## config.mk

```make
export PLATFORM = sky130hd
export DESIGN_NAME = ccr_core_regs
export DESIGN_NICKNAME = d
export VERILOG_FILES = /design/src/ccr_pkg.sv /design/src/ccr_instr_window.sv /design/src/ccr_stack_ptr.sv /design/src/ccr_core_regs.sv
export SDC_FILE = /design/constraint.sdc
export NUM_CORES = 1
export LEC_CHECK = 0
export ABC_AREA = 1
export BUFFER_PORTS_ARGS = -buffer_cell sky130_fd_sc_hd__buf_2
export CORE_MARGIN = 4
export CORE_UTILIZATION = 49
export DETAILED_ROUTE_END_ITERATION = 8
export GPL_TIMING_DRIVEN = 1
export PLACE_DENSITY_LB_ADDON = 0.2
export SYNTH_ARGS = -nofsm -noshare
export SYNTH_HDL_FRONTEND = slang
export SYNTH_SLANG_ARGS = --single-unit
```

## constraint.sdc

```tcl
create_clock -name clk -period 2.25 [get_ports clk]
set_input_delay 0.5625 -clock clk [delete_from_list [all_inputs] [get_ports clk]]
set_output_delay 0.5625 -clock clk [all_outputs]
set_load 0.01 [all_outputs]
```

## src/ccr_pkg.sv

```systemverilog
// Shared constants and types for the core control register bank
package ccr_pkg;
    // Register indices; byte address on the bus is four times the index
    localparam logic [3:0] CCR_IDX_UNLOCK = 4'h4;
    localparam logic [3:0] CCR_IDX_SP_LOW = 4'hD;
    localparam logic [3:0] CCR_IDX_SP_HIGH = 4'hE;
    localparam logic [3:0] CCR_IDX_STATUS = 4'hF;
    // Unlock signatures
    localparam logic [7:0] CCR_KEY_SELF_PROGRAM = 8'h9D;
    localparam logic [7:0] CCR_KEY_IO_UNLOCK = 8'hD8;
    // Unlock key read-back bit positions
    localparam int CCR_UNLOCK_IO_BIT = 0;
    localparam int CCR_UNLOCK_SPM_BIT = 1;
    // Status flag positions
    localparam int CCR_FLAG_I = 7;
    localparam int CCR_FLAG_T = 6;
    // Reset values
    localparam logic [7:0] CCR_UNLOCK_RESET = 8'h00;
    localparam logic [7:0] CCR_STATUS_RESET = 8'h00;
    localparam logic [15:0] CCR_SP_RESET = 16'h3FFF;
    // Instructions that a window or a guard lasts
    localparam logic [2:0] CCR_WINDOW_INSTRS = 3'h4;
    // Status register layout, bit 7 first
    typedef struct packed {
        logic i;
        logic t;
        logic h;
        logic s;
        logic v;
        logic n;
        logic z;
        logic c;
    } ccr_status_t;
    // Arithmetic flags reported by the execution unit
    typedef struct packed {
        logic h;
        logic v;
        logic n;
        logic z;
        logic c;
    } ccr_alu_flags_t;
endpackage : ccr_pkg

```

## src/ccr_instr_window.sv

```systemverilog
// Window that stays open for a fixed number of executed instructions
`timescale 1ns/1ps
`default_nettype none
module ccr_instr_window
    import ccr_pkg::*;
#(
    parameter logic [2:0] LENGTH = CCR_WINDOW_INSTRS
) (
    input wire logic clk,
    input wire logic rst_n,
    input wire logic open_pulse,
    input wire logic instr_step,
    input wire logic kill,
    output logic active
);
    logic [2:0] count_q;
    logic [2:0] count_d;
    logic active_q;
    logic active_d;

    ////////////////////////////////////////////////////////////////////////
    // Opening wins over a kill so the opening write never closes itself
    always_comb begin
        count_d = count_q;
        active_d = active_q;
        if (open_pulse) begin
            count_d = LENGTH;
            active_d = 1'b1;
        end else if (kill) begin
            count_d = 3'h0;
            active_d = 1'b0;
        end else if (active_q && instr_step) begin
            count_d = count_q - 3'h1;
            active_d = (count_q != 3'h1);
        end
    end

    always_ff @(posedge clk or negedge rst_n) begin
        if (!rst_n) begin
            count_q <= 3'h0;
            active_q <= 1'b0;
        end else begin
            count_q <= count_d;
            active_q <= active_d;
        end
    end

    assign active = active_q;
endmodule : ccr_instr_window
`default_nettype wire

```

## src/ccr_stack_ptr.sv

```systemverilog
// Stack pointer with byte-wise write through a temporary low byte
`timescale 1ns/1ps
`default_nettype none
module ccr_stack_ptr
    import ccr_pkg::*;
#(
    parameter int SP_W = 16,
    parameter logic [15:0] SP_RESET = CCR_SP_RESET
) (
    input wire logic clk,
    input wire logic rst_n,
    input wire logic wr_low,
    input wire logic wr_high,
    input wire logic [7:0] wdata,
    input wire logic push,
    input wire logic pop,
    input wire logic step_two,
    output logic [15:0] stack_ptr
);
    // Bits above SP_W are not built and read as zero
    localparam logic [15:0] SP_MASK = 16'(({17'h0, 1'b1} << SP_W) - 18'h1);

    logic [15:0] sp_q;
    logic [15:0] sp_d;
    logic [7:0] temp_q;
    logic [7:0] temp_d;
    logic [15:0] step;

    ////////////////////////////////////////////////////////////////////////
    // High byte write beats push or pop in the same cycle
    always_comb begin
        step = step_two ? 16'h0002 : 16'h0001;
        sp_d = sp_q;
        temp_d = temp_q;
        if (wr_low) begin
            temp_d = wdata;
        end
        if (wr_high) begin
            sp_d = {wdata, temp_q} & SP_MASK;
        end else if (push) begin
            sp_d = (sp_q - step) & SP_MASK;
        end else if (pop) begin
            sp_d = (sp_q + step) & SP_MASK;
        end
    end

    always_ff @(posedge clk or negedge rst_n) begin
        if (!rst_n) begin
            sp_q <= SP_RESET & SP_MASK;
            temp_q <= 8'h00;
        end else begin
            sp_q <= sp_d;
            temp_q <= temp_d;
        end
    end

    // unbuilt bits held zero in sp_q
    assign stack_ptr = sp_q;
endmodule : ccr_stack_ptr
`default_nettype wire

```

## src/ccr_core_regs.sv

```systemverilog
// Core control registers: unlock key, stack pointer and status flags
//
// Decided for this implementation: the Wishbone register port.
`timescale 1ns/1ps
`default_nettype none
module ccr_core_regs
    import ccr_pkg::*;
#(
    parameter int ADR_W = 6,
    parameter int SP_W = 16,
    parameter logic [15:0] SP_RESET = CCR_SP_RESET
) (
    input wire logic clk,
    input wire logic rst_n,
    // Classic Wishbone slave
    input wire logic wb_cyc_i,
    input wire logic wb_stb_i,
    input wire logic wb_we_i,
    input wire logic [ADR_W-1:0] wb_adr_i,
    input wire logic [31:0] wb_dat_i,
    input wire logic [3:0] wb_sel_i,
    output logic [31:0] wb_dat_o,
    output logic wb_ack_o,
    // Execution unit events
    input wire logic instr_retire,
    input wire logic core_io_write,
    input wire logic core_nvm_access,
    input wire logic core_sleep,
    input wire logic prot_wr_req,
    input wire logic spm_exec_req,
    input wire logic flags_we,
    input wire ccr_alu_flags_t flags_in,
    input wire logic bit_store_instr,
    input wire logic bit_store_val,
    input wire logic gie_set,
    input wire logic gie_clear,
    input wire logic sp_push,
    input wire logic sp_pop,
    input wire logic sp_step_two,
    // Results toward the core
    output logic prot_wr_grant,
    output logic spm_grant,
    output logic irq_block,
    output logic irq_allow,
    output ccr_status_t status_flags,
    output logic [15:0] stack_ptr
);
    ////////////////////////////////////////////////////////////////////////
    // Address decode shared by read and write paths
    function automatic logic hit(input logic [ADR_W-1:0] adr, input logic [3:0] idx);
        hit = (adr[ADR_W-1:2] == (ADR_W-2)'(idx));
    endfunction : hit

    logic req;
    logic ack_q;
    logic ack_d;
    logic wait_q;
    logic wait_d;
    logic [31:0] dat_q;
    logic [31:0] dat_d;
    logic take;
    logic bus_wr;
    logic [7:0] wbyte;
    logic gie_change;
    logic io_open;
    logic spm_open;
    logic io_kill;
    logic spm_kill;
    logic guard_open;
    logic guard_kill;
    logic io_active;
    logic spm_active;
    logic guard_active;
    logic grant_io_d;
    logic grant_spm_d;
    logic grant_io_q;
    logic grant_spm_q;
    logic block_d;
    logic block_q;
    logic allow_q;
    ccr_status_t stat_q;
    ccr_status_t stat_d;

    // Request qualifier and the one byte lane in use
    assign req = wb_cyc_i && wb_stb_i;
    assign wbyte = wb_dat_i[7:0];
    // Only byte lane 0 carries register data
    assign bus_wr = take && wb_we_i && wb_sel_i[0];

    // Per-register write strobes, decoded once; the wait-state check (gie_change) decodes its own status write
    logic wr_key;
    logic wr_sp_low;
    logic wr_sp_high;
    logic wr_status;
    assign wr_key = bus_wr && hit(wb_adr_i, CCR_IDX_UNLOCK);
    assign wr_sp_low = bus_wr && hit(wb_adr_i, CCR_IDX_SP_LOW);
    assign wr_sp_high = bus_wr && hit(wb_adr_i, CCR_IDX_SP_HIGH);
    assign wr_status = bus_wr && hit(wb_adr_i, CCR_IDX_STATUS);

    assign gie_change = req && wb_we_i && wb_sel_i[0] && hit(wb_adr_i, CCR_IDX_STATUS)
        && (wbyte[CCR_FLAG_I] != stat_q.i);

    ////////////////////////////////////////////////////////////////////////
    // Bus handshake: ack one cycle after the request, or two with a wait
    always_comb begin
        ack_d = 1'b0;
        wait_d = 1'b0;
        take = 1'b0;
        if (req && !ack_q) begin
            if (gie_change && !wait_q) begin
                wait_d = 1'b1;
            end else begin
                ack_d = 1'b1;
                take = 1'b1;
            end
        end
    end

    // Read mux; unmapped addresses read zero and writes there are dropped
    always_comb begin
        dat_d = dat_q;
        if (take && !wb_we_i) begin
            dat_d = 32'h0000_0000;
            if (hit(wb_adr_i, CCR_IDX_UNLOCK)) begin
                dat_d[CCR_UNLOCK_IO_BIT] = io_active;
                dat_d[CCR_UNLOCK_SPM_BIT] = spm_active;
            end
            if (hit(wb_adr_i, CCR_IDX_SP_LOW)) begin
                dat_d[7:0] = stack_ptr[7:0];
            end
            // High byte read direct, no temporary copy
            if (hit(wb_adr_i, CCR_IDX_SP_HIGH)) begin
                dat_d[7:0] = stack_ptr[15:8];
            end
            if (hit(wb_adr_i, CCR_IDX_STATUS)) begin
                dat_d[7:0] = stat_q;
            end
        end
    end

    // Bus registers; ack cleared by reset so no stray answer
    always_ff @(posedge clk or negedge rst_n) begin
        if (!rst_n) begin
            ack_q <= 1'b0;
            wait_q <= 1'b0;
            dat_q <= 32'h0000_0000;
        end else begin
            ack_q <= ack_d;
            wait_q <= wait_d;
            dat_q <= dat_d;
        end
    end

    ////////////////////////////////////////////////////////////////////////
    // Unlock windows and the stack guard
    // key write opens window
    assign io_open = wr_key && (wbyte == CCR_KEY_IO_UNLOCK);
    assign spm_open = wr_key && (wbyte == CCR_KEY_SELF_PROGRAM);
    assign guard_open = wr_sp_low;

    assign grant_io_d = prot_wr_req && io_active;
    assign grant_spm_d = spm_exec_req && spm_active;

    assign io_kill = core_io_write || core_nvm_access || core_sleep || bus_wr || grant_io_d;
    assign spm_kill = core_nvm_access || core_sleep || grant_spm_d;
    assign guard_kill = core_io_write || bus_wr;

    // I/O register unlock window
    ccr_instr_window #(.LENGTH(CCR_WINDOW_INSTRS)) u_io_window (
        .clk(clk),
        .rst_n(rst_n),
        .open_pulse(io_open),
        .instr_step(instr_retire),
        .kill(io_kill),
        .active(io_active)
    );

    // Self-program window; bus writes do not end it
    ccr_instr_window #(.LENGTH(CCR_WINDOW_INSTRS)) u_spm_window (
        .clk(clk),
        .rst_n(rst_n),
        .open_pulse(spm_open),
        .instr_step(instr_retire),
        .kill(spm_kill),
        .active(spm_active)
    );

    // Stack guard; any bus write or core I/O write ends it early
    ccr_instr_window #(.LENGTH(CCR_WINDOW_INSTRS)) u_sp_guard (
        .clk(clk),
        .rst_n(rst_n),
        .open_pulse(guard_open),
        .instr_step(instr_retire),
        .kill(guard_kill),
        .active(guard_active)
    );

    ////////////////////////////////////////////////////////////////////////
    // Stack pointer; high byte sits one index above the low byte
    // byte placement
    ccr_stack_ptr #(.SP_W(SP_W), .SP_RESET(SP_RESET)) u_stack_ptr (
        .clk(clk),
        .rst_n(rst_n),
        .wr_low(wr_sp_low),
        .wr_high(wr_sp_high),
        .wdata(wbyte),
        .push(sp_push),
        .pop(sp_pop),
        .step_two(sp_step_two),
        .stack_ptr(stack_ptr)
    );

    ////////////////////////////////////////////////////////////////////////
    // Status flags; a bus write overrides a core update in the same cycle
    always_comb begin
        stat_d = stat_q;
        if (gie_set) begin
            stat_d.i = 1'b1;
        end else if (gie_clear) begin
            stat_d.i = 1'b0;
        end
        if (bit_store_instr) begin
            stat_d.t = bit_store_val;
        end
        if (flags_we) begin
            stat_d.h = flags_in.h;
            stat_d.v = flags_in.v;
            stat_d.n = flags_in.n;
            stat_d.z = flags_in.z;
            stat_d.c = flags_in.c;
        end
        if (wr_status) begin
            stat_d = wbyte;
        end
        // sign forced to n xor v
        stat_d.s = stat_d.n ^ stat_d.v;
    end

    ////////////////////////////////////////////////////////////////////////
    // Interrupt gating from the open windows and the global enable
    // windows block interrupts
    assign block_d = io_active || spm_active || guard_active;

    // Flags and grants registered so every output is a flop
    always_ff @(posedge clk or negedge rst_n) begin
        if (!rst_n) begin
            stat_q <= CCR_STATUS_RESET;
            grant_io_q <= 1'b0;
            grant_spm_q <= 1'b0;
            block_q <= 1'b0;
            allow_q <= 1'b0;
        end else begin
            stat_q <= stat_d;
            grant_io_q <= grant_io_d;
            grant_spm_q <= grant_spm_d;
            block_q <= block_d;
            allow_q <= stat_d.i && !block_d;
        end
    end

    ////////////////////////////////////////////////////////////////////////
    // Outputs straight from their registers
    assign wb_ack_o = ack_q;
    assign wb_dat_o = dat_q;
    assign prot_wr_grant = grant_io_q;
    assign spm_grant = grant_spm_q;
    assign irq_block = block_q;
    assign irq_allow = allow_q;
    assign status_flags = stat_q;
endmodule : ccr_core_regs
`default_nettype wire

```

# Word level (Yosys, flattened, before mapping)
# Cells that the tools add are included.
[totals] wordCells=116 romBits=0 latch_bits=0 mem_count=0 ramBits=0 reg_bits=58
[classes] shifts=0 n_reduce_logical=41 n_div=0 order_cmp=0 mul=0 n_addsub=5 n_mux=36 n_eq_ne=10 n_bitwise=1
[ops] op="16-bit 2-to-1 mux" n=3
[ops] op="8-bit 2-to-1 mux" n=4
[ops] op="3-bit 2-to-1 mux" n=9
[ops] op="1-bit logical AND" n=22
[ops] op="1-bit 2-to-1 mux" n=17
[ops] op="16-bit adder" n=1
[ops] op="8-bit == test (second input constant)" n=2
[ops] op="16-bit subtractor" n=1
[ops] op="4-bit == test (second input constant)" n=3
[ops] op="3-bit nonzero test" n=4
[ops] op="1-bit logical OR" n=9
[ops] op="3-bit by 1-bit != test with 1-bit output (second input constant)" n=3
[ops] op="3-bit by 1-bit subtractor with 3-bit output (second input constant)" n=3
[ops] op="4-bit by 3-bit == test with 1-bit output (second input constant)" n=1
[ops] op="1-bit logical NOT" n=4
[ops] op="2-bit 2-to-1 mux" n=2
[ops] op="4-bit 2-to-1 mux" n=1
[ops] op="2-bit nonzero test" n=2
[ops] op="1-bit != test" n=1
[ops] op="1-bit bitwise XOR" n=1

# Depth between registers and ports, before layout
[depth] depth_word=14 depth_mapped=13

# Cells and area by module
# A second synthesis with hierarchy kept.
[hier_totals] cells_unflattened=597 hier_area_um2=4230.3
[modules_own_cells] mod="ccr_stack_ptr" seq_area_each_um2=618.1 n_inst=1 cells_per_inst=292 area_per_inst_um2=1974.4
[modules_own_cells] mod="ccr_core_regs" seq_area_each_um2=550.5 n_inst=1 cells_per_inst=212 area_per_inst_um2=1524.0
[modules_own_cells] mod="ccr_instr_window" seq_area_each_um2=100.1 n_inst=3 cells_per_inst=31 area_per_inst_um2=244.0

# Worst setup path after synthesis
# Ideal clock, no wire load.
[synth_path] kind="register to register" startpoint="register u_stack_ptr.sp_q[0], in the netlist u_stack_ptr.stack_ptr[0]" endpoint="register u_stack_ptr.sp_q[14], in the netlist u_stack_ptr.stack_ptr[14]" arrival_ns=1.762 setup_ns=0.116 path_buffers=0 path_stages_with_launch=12 synth_period_minus_slack_ns=1.879 setup_slack_ns=0.371 cell_sequence="dfstp_2 inv_1 ha_1 fa_1 inv_1 nand2_1 nand3_1 nand2_1 nand3_1 nand3_1 nand2_1 nand2_1"
[synth_between] elab_chain_len=4 elab_cells_between_ends=5
[synth_lines] element="start, declared" line_no="ccr_stack_ptr.sv:23" rtl="logic [15:0] sp_q;"
[synth_lines] element="start signal, assigned" line_no="ccr_stack_ptr.sv:49" rtl="sp_q <= SP_RESET & SP_MASK;"
[synth_lines] element="start signal, assigned" line_no="ccr_stack_ptr.sv:52" rtl="sp_q <= sp_d;"
[synth_lines] element="16-bit adder" line_no="ccr_stack_ptr.sv:43" rtl="sp_d = (sp_q + step) & SP_MASK;"
[synth_lines] element="16-bit 2-to-1 mux" line_no="ccr_stack_ptr.sv:42" rtl="end else if (pop) begin"
[synth_lines] element="16-bit 2-to-1 mux (*)" line_no="ccr_stack_ptr.sv:40" rtl="end else if (push) begin"
[synth_lines] element="16-bit 2-to-1 mux (*)" line_no="ccr_stack_ptr.sv:38" rtl="if (wr_high) begin"
# Mark *: on every way between the ends. The rest lies on a longest branch, timed or not. The select of a mux whose other input is x is not followed.
# A chain may end at the register's enable or synchronous reset.

# Final worst setup path
[layout_path] startpoint="register u_stack_ptr.sp_q[0], in the netlist u_stack_ptr.stack_ptr[0]" endpoint="register u_stack_ptr.sp_q[12], in the netlist u_stack_ptr.stack_ptr[12]"
# Same word-level chain as after synthesis.

==> flow_summary_export.csv <==
group,metric,value,unit
run_status,outcome,"complete, no violations",
run,cap_violations,0,
logic_synthesis,synth_top_family_by_area,"simple AND/OR/NAND/NOR gates",
cts,numCtsBuffers,9,
sta,timing.final.crit_share,92.0,%
logic_synthesis,yosys.area.top_type,"dfrtp_1",
logic_synthesis,synth_area,0.00426,sq mm
die,die_w,101,microns
sta,drv_slew,0,
worst_setup_path,startpoint,"u_stack_ptr.stack_ptr[0]",
drt,drt_iter0_markers,240,
cts,clkLatencyLatePin,0.34,ns
cts,tritoncts,"built",
pwr,ir_drop,0.444,mV
die,core-area,0.00834,sq mm
die,rows,33,
logic_synthesis,synth_fa_ha_area_share,6.64,%
global_routing,grt_first_pass_wirelength,17900,microns
final_layout,final_util,58.5,%
sta,clock.fmax,483,MHz
cts,cts_setup_buffers,0,
sta,setup_tns,0,ns
logic_synthesis,synth_top_area_share,25.9,%
sta,worst_slack,0.181,ns
global_routing,gr-total-overflow,0,
logic_synthesis,synthSimpleGateAreaFrac,31.2,%
worst_setup_path,worstPathArrival,2.35,ns
global_routing,grt_max_degree,59,
worst_setup_path,r2r_slack,0.18,ns
cts,holdBufCountCts,0,
logic_synthesis,synth.distinct_cells,39,
global_routing,antenna_found_initial,0,
sta,setup_viol,0,
worst_setup_path,reg2regPathDepth,12,
logic_synthesis,synth_cells,602,
placed_design,place_congestion,0.896,
worst_setup_path,required,2.53,ns
logic_synthesis,synth_edf_count,0,
drt,drt_pass1_iterations,5,
cts,cts_htree_levels,3,
drt,drc,0,
die,dieHeight,101,microns
sta,worst_slew_pin_slew,0.505,ns
logic_synthesis,yosysWarningCount,0,
drt,wl,10800,microns
drt,dr_total_vias,3976,
placed_design,dpl_worst_slack,0.0248,ns
logic_synthesis,synth_compound_area_share,11.0,%
pwr,cellPowerDensity,992,mW/mm^2
final_layout,nets,773,
sta,slew_headroom,66.1,%
placed_design,hpwl,8620,microns
sta,grt_setup_unrepaired,"false",
final_layout,drive_above_1_share,20.9,%
logic_synthesis,synth-seq-cells,58,
die,start_util,51.1,%
sta,min_period,2.07,ns
drt,ant_nets,0,
drt,wl_per_cell,13.6,microns
sta,fin_skew,0.00870,ns
die,die_area,0.0102,sq mm
logic_synthesis,async_flop_share,100,%
placed_design,io_buffers,73,
sta,hold_viol_final,0,
cts,cts_resized,0,
drt,via_per_inst,5.00,
logic_synthesis,synth.most_common_cell,"nand2_1",
final_layout,antennaDiodeCount,0,
worst_setup_path,critical_path.endpoint,"u_stack_ptr.stack_ptr[12]",
logic_synthesis,avgSynthCellArea,7.07,sq um
worst_setup_path,worstPathMaxFanout,3,
logic_synthesis,synthFlopType,"dfrtp_1",
logic_synthesis,synthTopCellsByArea,"dfrtp_1, nand2_1, inv_1",
logic_synthesis,yosysSeqAreaShare,34.5,%
logic_synthesis,muxShareOfSynthArea,0,%
global_routing,first_global_vias,3797,
cts,cts.sinks,58,
worst_setup_path,r2r-end,"u_stack_ptr.stack_ptr[12]",
die,ioPinCount,127,
pwr,power.total,4.84,mW
hold_path,worst_hold_path_type,"in2async",
pwr,p_leak,2.76,nW
worst_setup_path,path_class,"reg2reg",
final_layout,area.growth.synth_to_final,14.6,%
global_routing,gr-usage-all-layers,21.9,%
final_layout,fillCellCount,796,
cts,path_clk_slew,0.06,ns
logic_synthesis,synth-xor-area-share,1.85,%
cts,cts_max_path_buffers,2,
worst_setup_path,end_kind,"flip-flop",
worst_setup_path,r2r_start,"u_stack_ptr.stack_ptr[0]",
logic_synthesis,synth_top_cells_by_count,"nand2_1, inv_1, dfrtp_1, nor2_1, nand3_1",
worst_setup_path,critPathLaunchType,"flip-flop",
cts,root_buffer,"clkbuf_8",
==> layout by cell type (no fill, tap or decap), types with 6 or more instances in the layout <==
| cell type | synthesis | routed |
|---|---|---|
| ha_1 | 21 | 21 |
| a21oi_1 | 26 | 26 |
| conb_1 | 1 | 24 |
| nand3_1 | 32 | 32 |
| nand2_2 | 8 | 8 |
| nand4_1 | 11 | 11 |
| o21ai_0 | 20 | 20 |
| nand2_1 | 181 | 181 |
| dfstp_2 | 14 | 14 |
| o21ai_1 | 15 | 15 |
| inv_1 | 99 | 99 |
| o211ai_1 | 7 | 7 |
| buf_2 | 1 | 73 |
| nor2_1 | 39 | 39 |
| buf_4 | 26 | 6 |
| dfrtp_1 | 44 | 44 |
| clkbuf_8 | 0 | 11 |
==> state kept, by name (all words and copies together) (netlist names), 3 cells and up <==
name                   cells
u_sp_guard.count_q         3
status_flags               8
u_io_window.count_q        3
u_stack_ptr.stack_ptr     16
u_spm_window.count_q       3
u_stack_ptr.temp_q         8
wb_dat_o                   8
==> area by class of cell <==
cell class	count	area, sq um	share of cell area, %
Tap cell	105	131	2.69
Timing Repair Buffer	80	430	8.82
Clock buffer	11	151	3.10
Clock inverter	5	52.6	1.08
Sequential cell	58	1470	30.1
Inverter	105	397	8.13
Multi-Input combinational cell	431	2250	46.1
==> how the worst min path moves through the flow <==
stage	from	to	slack, ns
after floorplan	rst_n	irq_allow	0.27
after global placement	wb_dat_o[6]	wb_dat_o[6]	0.47
after detailed placement	wb_dat_o[5]	wb_dat_o[5]	0.47
after CTS	rst_n	u_stack_ptr.temp_q[5]	0.22
after global routing	rst_n	wb_dat_o[6]	0.24
final	rst_n	status_flags[6]	0.22
==> stage by stage <==
| stage | cells | instance area [sq um] | hold WS [ns] |
|---|---|---|---|
| final | 795 | 4880 | 0.222 |
| after global placement | 779 | 4680 | 0.466 |
| after detailed placement | 779 | 4680 | 0.468 |
| after global routing | 795 | 4880 | 0.237 |
| after CTS | 795 | 4880 | 0.223 |
| after floorplan | 625 | 4350 | 0.267 |
==> critical path, cell delays in order (launching register included) <==
cell	delay (ns)
dfstp_2	0.57
inv_1	0.06
ha_1	0.22
fa_1	0.40
inv_1	0.12
nand3_1	0.08
nand3_1	0.12
nand3_1	0.11
nand3_1	0.08
nand2_1	0.05
nand3_1	0.09
nand2_1	0.06
nand2_1	0.06
==> cells by family after synthesis <==
logic type | after synthesis
compound gates | 83
xor+xnor | 9
fa+ha+maj | 22
buf+inv | 136
flops | 58
other cells | 1
simple gates | 293
==> power by group <==
| part | switching, mW | internal [mW] |
|---|---|---|
| sequential | 0.241 | 1.36 |
| combinational | 1.41 | 0.856 |
| clock | 0.412 | 0.565 |
==> routing by layer <==
| layer | track usage, % | share of wire (%) | vias up | wire length, microns |
|---|---|---|---|---|
| met4 | 6.24 | 1.3 | 0 | 136 |
| met2 | 36.1 | 47 | 144 | 5030 |
| li1 | - | - | 2023 | - |
| met5 | 0 | 0 | - | 0 |
| met3 | 4.61 | 6.8 | 15 | 733 |
| met1 | 29.0 | 45 | 1794 | 4900 |
Power figures use the tool's default switching activity.
